[src/pin_mux_pkg.sv]
// Shared constants and carrier types for the pin multiplexer.
package pin_mux_pkg;

  localparam int ADDR_W = 6;
  localparam int DATA_W = 32;
  localparam int TIMER_N = 4;
  localparam int IRQ_N = 2;
  localparam int BOOT_W = 3;
  localparam int IRQ_A = 0;
  localparam int IRQ_B = 1;

  localparam logic [ADDR_W-1:0] OFF_CTRL = 6'h00;
  localparam logic [ADDR_W-1:0] OFF_TIMER = 6'h04;
  localparam logic [ADDR_W-1:0] OFF_DIR = 6'h08;
  localparam logic [ADDR_W-1:0] OFF_OUT = 6'h0c;
  localparam logic [ADDR_W-1:0] OFF_IN = 6'h10;
  localparam logic [ADDR_W-1:0] OFF_IRQ_CFG = 6'h14;
  localparam logic [ADDR_W-1:0] OFF_STATUS = 6'h18;
  localparam logic [ADDR_W-1:0] OFF_MASK = 6'h1c;
  localparam logic [ADDR_W-1:0] OFF_BOOT = 6'h20;

  localparam logic [1:0] RESP_OKAY = 2'h0;
  localparam logic [1:0] RESP_SLVERR = 2'h2;

  typedef struct packed {
    logic boot_done;
    logic mode_sel;
    logic host_sel;
  } ctrl_type;

  typedef struct packed {
    logic [TIMER_N-1:0] dir;
    logic [TIMER_N-1:0] sel;
  } timer_cfg_type;

  typedef struct packed {
    logic h0;
    logic [TIMER_N-1:0] g;
    logic b15;
  } gpio_type;

  localparam ctrl_type CTRL_RST = 3'h0;
  localparam timer_cfg_type TIMER_RST = 8'h00;
  localparam gpio_type GPIO_RST = 6'h00;
  localparam logic [IRQ_N-1:0] IRQ_CFG_RST = 2'h0;
  localparam logic [IRQ_N-1:0] MASK_RST = 2'h0;
  localparam logic [IRQ_N-1:0] STATUS_RST = 2'h0;
  localparam logic [BOOT_W-1:0] BOOT_RST = 3'h0;

endpackage

[src/ext_irq_detect.sv]
// Synchroniser and level or falling-edge detector for one request input.
`timescale 1ns/1ps
module ext_irq_detect (
  // Clock and reset.
  input wire logic aclk,
  input wire logic aresetn,
  // Raw request pin and detection mode.
  input wire logic req_raw_n,
  input wire logic edge_mode,
  // Detected request.
  output logic req
);

  logic sync1;
  logic sync2;
  logic sync3;
  logic next_req;

  always_comb begin
    if (edge_mode) begin
      next_req = sync3 & ~sync2;
    end else begin
      next_req = ~sync2;
    end
  end

  // The first stage feeds only the second stage.
  always_ff @(posedge aclk) begin
    if (!aresetn) begin
      sync1 <= 1'b1;
      sync2 <= 1'b1;
      sync3 <= 1'b1;
      req <= 1'b0;
    end else begin
      sync1 <= req_raw_n;
      sync2 <= sync1;
      sync3 <= sync2;
      req <= next_req;
    end
  end
endmodule

[src/host_timer_irq_boot_pin_mux.sv]
// Pin multiplexer for host handshake, timer, interrupt and boot pins.
// Functional notes
// - Host mode, request mode 0: pin feeds host acknowledge to host logic.
// - Host mode, request mode 1: pin is open-drain receive request output.
// - Host function off: pin is port B bit 15 general purpose I/O.
// - Host function off: host acknowledge input held disconnected.
// - Each timer pin separately feeds a timer input or drives a flag.
// - Timer pins unused by timers are port G bits 0-3, own direction.
// - Two external interrupt requests are accepted asynchronously.
// - Each request is level-sensitive or falling-edge triggered.
// - Boot pin A supplies one of three bits choosing eight boot modes.
// - After bootstrap, boot pin A becomes port H bit 0 I/O.
// - Boot mode is latched from three pins when reset is released.
//
// Our own choices: the address map and register access over AXI4-Lite.
`timescale 1ns/1ps
module host_timer_irq_boot_pin_mux (
  // Clock and reset.
  input wire logic aclk,
  input wire logic aresetn,
  // AXI4-Lite write channels.
  input wire logic [pin_mux_pkg::ADDR_W-1:0] awaddr,
  input wire logic awvalid,
  output logic awready,
  input wire logic [pin_mux_pkg::DATA_W-1:0] wdata,
  input wire logic [3:0] wstrb,
  input wire logic wvalid,
  output logic wready,
  output logic [1:0] bresp,
  output logic bvalid,
  input wire logic bready,
  // AXI4-Lite read channels.
  input wire logic [pin_mux_pkg::ADDR_W-1:0] araddr,
  input wire logic arvalid,
  output logic arready,
  output logic [pin_mux_pkg::DATA_W-1:0] rdata,
  output logic [1:0] rresp,
  output logic rvalid,
  input wire logic rready,
  // Interrupt output.
  output logic irq,
  // Shared host handshake pin.
  input wire logic host_pin_in,
  output logic host_pin_out,
  output logic host_pin_oe,
  // Host interface logic side.
  input wire logic host_rx_request_out,
  output logic host_ack_in,
  // Timer pins.
  input wire logic [pin_mux_pkg::TIMER_N-1:0] timer_pin_in,
  output logic [pin_mux_pkg::TIMER_N-1:0] timer_pin_out,
  output logic [pin_mux_pkg::TIMER_N-1:0] timer_pin_oe,
  // Timer logic side.
  input wire logic [pin_mux_pkg::TIMER_N-1:0] timer_flag,
  output logic [pin_mux_pkg::TIMER_N-1:0] timer_src,
  // External interrupt request pins, active low.
  input wire logic ext_int_req_a_n,
  input wire logic ext_int_req_b_n,
  // Boot mode pins.
  input wire logic boot_mode_pin_a_in,
  output logic boot_mode_pin_a_out,
  output logic boot_mode_pin_a_oe,
  input wire logic boot_mode_pin_b,
  input wire logic boot_mode_pin_c,
  // Boot state.
  output logic [pin_mux_pkg::BOOT_W-1:0] boot_mode,
  output logic boot_done
);

  import pin_mux_pkg::*;

  ctrl_type ctrl;
  ctrl_type next_ctrl;
  timer_cfg_type tcfg;
  timer_cfg_type next_tcfg;
  gpio_type gdir;
  gpio_type next_gdir;
  gpio_type gout;
  gpio_type next_gout;
  gpio_type gin;
  logic [IRQ_N-1:0] icfg;
  logic [IRQ_N-1:0] next_icfg;
  logic [IRQ_N-1:0] status;
  logic [IRQ_N-1:0] next_status;
  logic [IRQ_N-1:0] mask;
  logic [IRQ_N-1:0] next_mask;
  logic [IRQ_N-1:0] irq_hit;
  logic [IRQ_N-1:0] irq_raw_n;
  logic [IRQ_N-1:0] clr;
  logic aw_full;
  logic next_aw_full;
  logic w_full;
  logic next_w_full;
  logic [ADDR_W-1:0] waddr;
  logic [ADDR_W-1:0] next_waddr;
  logic [DATA_W-1:0] wdat;
  logic [DATA_W-1:0] next_wdat;
  logic [3:0] wstb;
  logic [3:0] next_wstb;
  logic next_awready;
  logic next_wready;
  logic [1:0] next_bresp;
  logic next_bvalid;
  logic next_arready;
  logic [DATA_W-1:0] next_rdata;
  logic [1:0] next_rresp;
  logic next_rvalid;
  logic next_irq;

  assign irq_raw_n = {ext_int_req_b_n, ext_int_req_a_n};
  assign gin = {boot_mode_pin_a_in, timer_pin_in, host_pin_in};

  genvar gi;
  generate
    for (gi = 0; gi < IRQ_N; gi++) begin : g_irq
      ext_irq_detect u_det (
        .aclk(aclk),
        .aresetn(aresetn),
        .req_raw_n(irq_raw_n[gi]),
        .edge_mode(icfg[gi]),
        .req(irq_hit[gi])
      );
    end
  endgenerate

  // Register bus, configuration and interrupt status.
  always_comb begin
    next_ctrl = ctrl;
    next_tcfg = tcfg;
    next_gdir = gdir;
    next_gout = gout;
    next_icfg = icfg;
    next_mask = mask;
    clr = '0;
    next_aw_full = aw_full | (awvalid & awready);
    next_w_full = w_full | (wvalid & wready);
    next_waddr = (awvalid && awready) ? awaddr : waddr;
    next_wdat = (wvalid && wready) ? wdata : wdat;
    next_wstb = (wvalid && wready) ? wstrb : wstb;
    next_bvalid = bvalid & ~bready;
    next_bresp = bresp;
    if (aw_full && w_full && !bvalid) begin
      next_aw_full = 1'b0;
      next_w_full = 1'b0;
      next_bvalid = 1'b1;
      next_bresp = RESP_OKAY;
      case (waddr)
        OFF_CTRL: begin
          if (wstb[0]) begin
            next_ctrl.host_sel = wdat[0];
            next_ctrl.mode_sel = wdat[1];
            next_ctrl.boot_done = ctrl.boot_done | wdat[2];
          end
        end
        OFF_TIMER: begin
          if (wstb[0]) begin
            next_tcfg = timer_cfg_type'(wdat[7:0]);
          end
        end
        OFF_DIR: begin
          if (wstb[0]) begin
            next_gdir = gpio_type'(wdat[5:0]);
          end
        end
        OFF_OUT: begin
          if (wstb[0]) begin
            next_gout = gpio_type'(wdat[5:0]);
          end
        end
        OFF_IRQ_CFG: begin
          if (wstb[0]) begin
            next_icfg = wdat[IRQ_N-1:0];
          end
        end
        OFF_STATUS: begin
          if (wstb[0]) begin
            clr = wdat[IRQ_N-1:0];
          end
        end
        OFF_MASK: begin
          if (wstb[0]) begin
            next_mask = wdat[IRQ_N-1:0];
          end
        end
        OFF_IN, OFF_BOOT: begin
          next_bresp = RESP_OKAY;
        end
        default: begin
          next_bresp = RESP_SLVERR;
        end
      endcase
    end
    next_awready = ~next_aw_full;
    next_wready = ~next_w_full;
    // A new event wins over a clear written in the same cycle.
    next_status = (status & ~clr) | irq_hit;
    next_irq = |(next_status & next_mask);
    next_rvalid = rvalid & ~rready;
    next_rdata = rdata;
    next_rresp = rresp;
    if (arvalid && arready) begin
      next_rvalid = 1'b1;
      next_rresp = RESP_OKAY;
      case (araddr)
        OFF_CTRL: next_rdata = DATA_W'(ctrl);
        OFF_TIMER: next_rdata = DATA_W'(tcfg);
        OFF_DIR: next_rdata = DATA_W'(gdir);
        OFF_OUT: next_rdata = DATA_W'(gout);
        OFF_IN: next_rdata = DATA_W'(gin);
        OFF_IRQ_CFG: next_rdata = DATA_W'(icfg);
        OFF_STATUS: next_rdata = DATA_W'(status);
        OFF_MASK: next_rdata = DATA_W'(mask);
        OFF_BOOT: next_rdata = DATA_W'({ctrl.boot_done, boot_mode});
        default: begin
          next_rdata = '0;
          next_rresp = RESP_SLVERR;
        end
      endcase
    end
    next_arready = ~next_rvalid;
  end

  always_ff @(posedge aclk) begin
    if (!aresetn) begin
      ctrl <= CTRL_RST;
      tcfg <= TIMER_RST;
      gdir <= GPIO_RST;
      gout <= GPIO_RST;
      icfg <= IRQ_CFG_RST;
      mask <= MASK_RST;
      status <= STATUS_RST;
      irq <= 1'b0;
      aw_full <= 1'b0;
      w_full <= 1'b0;
      waddr <= '0;
      wdat <= '0;
      wstb <= '0;
      awready <= 1'b1;
      wready <= 1'b1;
      bvalid <= 1'b0;
      bresp <= RESP_OKAY;
      arready <= 1'b1;
      rvalid <= 1'b0;
      rdata <= '0;
      rresp <= RESP_OKAY;
    end else begin
      ctrl <= next_ctrl;
      tcfg <= next_tcfg;
      gdir <= next_gdir;
      gout <= next_gout;
      icfg <= next_icfg;
      mask <= next_mask;
      status <= next_status;
      irq <= next_irq;
      aw_full <= next_aw_full;
      w_full <= next_w_full;
      waddr <= next_waddr;
      wdat <= next_wdat;
      wstb <= next_wstb;
      awready <= next_awready;
      wready <= next_wready;
      bvalid <= next_bvalid;
      bresp <= next_bresp;
      arready <= next_arready;
      rvalid <= next_rvalid;
      rdata <= next_rdata;
      rresp <= next_rresp;
    end
  end

  // Pin routing.
  logic next_host_out;
  logic next_host_oe;
  logic next_host_ack;
  logic [TIMER_N-1:0] next_timer_out;
  logic [TIMER_N-1:0] next_timer_oe;
  logic [TIMER_N-1:0] next_timer_src;
  logic next_h0_out;
  logic next_h0_oe;

  always_comb begin
    next_host_ack = 1'b0;
    next_host_out = gout.b15;
    next_host_oe = gdir.b15;
    if (ctrl.host_sel) begin
      if (ctrl.mode_sel) begin
        // Open drain: only ever pulled low.
        next_host_out = 1'b0;
        next_host_oe = host_rx_request_out;
      end else begin
        next_host_out = 1'b0;
        next_host_oe = 1'b0;
        next_host_ack = host_pin_in;
      end
    end
    next_timer_oe = (tcfg.sel & tcfg.dir) | (~tcfg.sel & gdir.g);
    next_timer_out = (tcfg.sel & timer_flag) | (~tcfg.sel & gout.g);
    next_timer_src = tcfg.sel & ~tcfg.dir & timer_pin_in;
    next_h0_out = ctrl.boot_done & gout.h0;
    next_h0_oe = ctrl.boot_done & gdir.h0;
  end

  always_ff @(posedge aclk) begin
    if (!aresetn) begin
      host_pin_out <= 1'b0;
      host_pin_oe <= 1'b0;
      host_ack_in <= 1'b0;
      timer_pin_out <= '0;
      timer_pin_oe <= '0;
      timer_src <= '0;
      boot_mode_pin_a_out <= 1'b0;
      boot_mode_pin_a_oe <= 1'b0;
      boot_done <= 1'b0;
    end else begin
      host_pin_out <= next_host_out;
      host_pin_oe <= next_host_oe;
      host_ack_in <= next_host_ack;
      timer_pin_out <= next_timer_out;
      timer_pin_oe <= next_timer_oe;
      timer_src <= next_timer_src;
      boot_mode_pin_a_out <= next_h0_out;
      boot_mode_pin_a_oe <= next_h0_oe;
      boot_done <= ctrl.boot_done;
    end
  end

  // Boot mode capture at the first edge after reset release.
  logic boot_captured;
  logic next_boot_captured;
  logic [BOOT_W-1:0] next_boot_mode;

  always_comb begin
    next_boot_captured = 1'b1;
    next_boot_mode = boot_mode;
    if (!boot_captured) begin
      next_boot_mode = {boot_mode_pin_c, boot_mode_pin_b,
        boot_mode_pin_a_in};
    end
  end

  always_ff @(posedge aclk) begin
    if (!aresetn) begin
      boot_captured <= 1'b0;
      boot_mode <= BOOT_RST;
    end else begin
      boot_captured <= next_boot_captured;
      boot_mode <= next_boot_mode;
    end
  end
endmodule

[config.mk]
export PLATFORM = sky130hd
export DESIGN_NAME = host_timer_irq_boot_pin_mux
export DESIGN_NICKNAME = d
export VERILOG_FILES = /design/src/pin_mux_pkg.sv /design/src/ext_irq_detect.sv /design/src/host_timer_irq_boot_pin_mux.sv
export SDC_FILE = /design/constraint.sdc
export NUM_CORES = 1
export LEC_CHECK = 0
export BUFFER_PORTS_ARGS = -buffer_cell sky130_fd_sc_hd__buf_2
export CORE_MARGIN = 1
export CORE_UTILIZATION = 40
export CTS_BUF_LIST = sky130_fd_sc_hd__clkbuf_16
export DETAILED_ROUTE_END_ITERATION = 7
export GPL_ROUTABILITY_DRIVEN = 1
export PLACE_DENSITY_LB_ADDON = 0.1
export REMOVE_ABC_BUFFERS = 1
export SYNTH_ARGS = -nofsm -noshare
export SYNTH_HDL_FRONTEND = slang
export SYNTH_SLANG_ARGS = --single-unit
[constraint.sdc]
create_clock -name aclk -period 5.52 [get_ports aclk]
set_clock_uncertainty 0.2 [all_clocks]
set_input_delay 0.552 -clock aclk [delete_from_list [all_inputs] [get_ports aclk]]
set_output_delay 0.552 -clock aclk [all_outputs]
set_load 0.03 [all_outputs]
==> flow_summary.ini <==
[finish]
stdcell_area_mm2 = 0.00449
seqCellArea_mm2 = 0.00184
diodes = 0
layout.cells.non_filler = 605
multi_input_area_mm2 = 0.00174
layout.nets = 541
fillers = 905
areaGrowthSynthToFinish_pct = 18.1
layout-drive-gt1-share_pct = 21.6

[critical_path]
cp_num_cells = 4
crit_buf_inv = 0
cp_slowest_cell = nor4_4
path_cells = or4b_4, nor4_4, mux2i_1, nor2_1
reg2reg_depth = 4
arrival_ns = 2.21
path_delay_family = simple AND/OR/NAND/NOR gates
critPathKind = flip-flop to flip-flop
reg2reg_from = waddr[3]
crit_fanout = 6
start_kind = flip-flop
crit_path_start = waddr[3]
cp-end-kind = flip-flop
r2r_setup_slack_ns = 3.31
crit_path_max_incr_delay_ns = 0.63
worstPathRequired_ns = 5.52

[floorplanning]
initial_utilization_pct = 41.1
ios = 133
core_mm2 = 0.00924
num_rows = 35
die_height_um = 99.5
die_w_um = 99.5
die_area_mm2 = 0.00990

[power_and_ir_drop]
power_switching_mw = 0.345
swShare_pct = 23.8
leakage_nw = 2.00
combPwrFrac_pct = 8.1
seq_power_share_pct = 48.1
p_clk_share_pct = 43.8
power.total_mw = 1.45
peakVddDrop_uv = 162
internal_power_mw = 1.11
power_density_mw_per_mm2 = 324

[clock_tree]
htreeDepth = 3
cts_tree = yes
cts_buffers = 9
clock_latency_ns = 0.34
cts.sinks = 92
cts_buffer_depth = 2
ctsResizeCount = 0
post_cts_buffers = 0
cts_root_buf = clkbuf_16
path_clk_slew_ns = 0.06
hold_buffers = 0

[logic_synthesis]
synth.area.mux_share_pct = 12.8
ys_warn_count = 0
synth.avg_cell_area_um2 = 9.48
synth_top_family_by_area = simple AND/OR/NAND/NOR gates
synth_cells = 401
ys_seq_area_share_pct = 48.5
synth_xor_area_share_pct = 0
synth_adder_area_share_pct = 0
ys_seq_elements = 92
async_reset_ff_share_pct = 0
synth_compound_area_share_pct = 9.81
netlist_area_mm2 = 0.00380
ys.flop_type = dfxtp_1
yosys.area_share.simple_pct = 20.5
synth_cell_types = 49
synth-edff-count = 0

[sta]
rsz0062_at_grt = no
relSlewSlack_pct = 50.2
period_needed_ns = 2.21
finalSetupTns_ns = 0
fmax_mhz = 452
setup_viol = 0
tightest_slew_ns = 0.740
fin_crit_sh_pct = 40.1
finalHoldViolations = 0
slew_viol_final = 0
fin_ws_ns = 3.31

[drt]
drc = 0
wl_um = 8550
drtIter0Drc = 86
via_per_inst = 4.90
wl_per_cell_um = 14.1
route.vias.total = 2963
firstDrtPassIters = 4
antenna_left = 0

[global_routing]
grt_max_degree = 59
antenna_found_initial = 0
grt_pass1_vias = 2718
grt_pass1_wl_um = 13700
overflow = 0
gr-usage-all-layers_pct = 18.0

[placement]
dpl.cell_count = 589
place_congestion = 0.800
numPortBuffers = 79
place_area_mm2 = 0.00418
hpwl_um = 5960
post-place-ws_ns = 3.16

[status]
status = finished, final reports clean

[worst_hold_path]
hp-class = primary input to flip-flop
hp-start = ext_int_req_b_n
hold_depth = 2

[job]
cap_viol_max_count = 0
==> Yosys cell counts (all sizes together), types with 2 or more instances <==
cell type	count	area, um^2
nor2b	6	37.5
and4b	7	70.1
nor4	4	40.0
and3	2	12.5
inv	10	37.5
nand3	7	35.0
a22oi	5	37.5
nor3	4	20.0
o32ai	2	17.5
o31ai	4	30.0
clkbuf	14	52.6
buf	31	216
a22o	4	35.0
nand2	37	139
nand3b	7	52.6
mux2	3	33.8
and2	5	31.3
dfxtp	92	1840
nor3b	2	15.0
nand2b	8	50.1
nor2	43	161
and4	2	17.5
mux2i	43	430
a21oi	24	120
or4b	3	33.8
nand4	4	25.0
o21ai	10	50.1
==> worst reg2reg max path: stages, from the launching register on <==
cell     delay (ns)
dfxtp_1        0.41
or4b_4         0.51
nor4_4         0.63
mux2i_1        0.27
nor2_1         0.06
==> area by class of cell <==
cell class | instances | area share [%]
flip-flops and latches | 92 | 41.0
multi-input cells | 278 | 38.7
repair buffers | 80 | 8.97
clock buffers | 9 | 5.02
well taps | 129 | 3.59
clock inverters | 7 | 1.89
inverters | 10 | 0.836
==> flip-flops by register name, summed over array words and instances, names as in the netlist, 2 cells and up <==
register           cells
rdata                  8
mask                   2
g_irq.u_det.sync2      2
ctrl                   3
g_irq.u_det.sync3      2
wdat                   8
status                 2
tcfg                   8
timer_pin_out          4
timer_src              4
waddr                  6
boot_mode              3
timer_pin_oe           4
gdir                   6
g_irq.u_det.sync1      2
g_irq.u_det.req        2
gout                   6
icfg                   2
==> layer usage <==
metal,up-vias,track usage (%),part of all wire (%)
met3,10,2.95,4.3
li1,1480,-,-
met5,-,0,0
met4,0,7.13,1.4
met2,86,28.2,45
met1,1387,24.8,50
==> cells in the final DEF (no fill, tap or decap), drive strengths merged, types with 2 or more instances in the layout <==
master,instances
or4b,3
mux2,3
conb,26
o21ai,10
o32ai,2
and4,2
nand3b,7
o31ai,4
dfxtp,92
a22o,4
a21oi,24
nor3b,2
mux2i,43
bufinv,2
and3,2
and2,5
nand3,7
nand2,37
nor2,43
buf,80
nand4,4
nand2b,8
and4b,7
nor4,4
nor3,4
nor2b,6
a22oi,5
clkbuf,9
inv,13
clkinv,2
==> logic make-up (layout without fill, tap and decap cells) <==
| group | count (synthesis) | after routing |
|---|---|---|
| other | 1 | 26 |
| DFF | 92 | 92 |
| AOI/OAI and AO/OA | 59 | 59 |
| muxes | 47 | 47 |
| and+or+nand+nor | 146 | 146 |
| buffers and inverters | 56 | 106 |
==> final timing paths <==
path / endpoint
max: gdir[2]
min reg2reg: g_irq[1].u_det.sync2
max reg2reg: gdir[2]
min: g_irq[1].u_det.sync1
==> power groups by stage <==
stage	clock (mW)	sequential, mW	combinational (mW)
after floorplan	0	0.719	0.0641
after global placement	0	0.712	0.116
after detailed placement	0	0.713	0.118
after CTS	0.651	0.698	0.118
after global routing	0.680	0.701	0.129
final	0.637	0.698	0.118
==> stage by stage <==
stage | util [%] | hold WS (ns)
after floorplan | - | 0.186
after global placement | 45.2 | 0.191
after detailed placement | 45.2 | 0.195
after CTS | 48.6 | 0.188
after global routing | 48.6 | 0.191
final | 48.6 | 0.194
No activity file was read; power rests on OpenSTA's default activity.
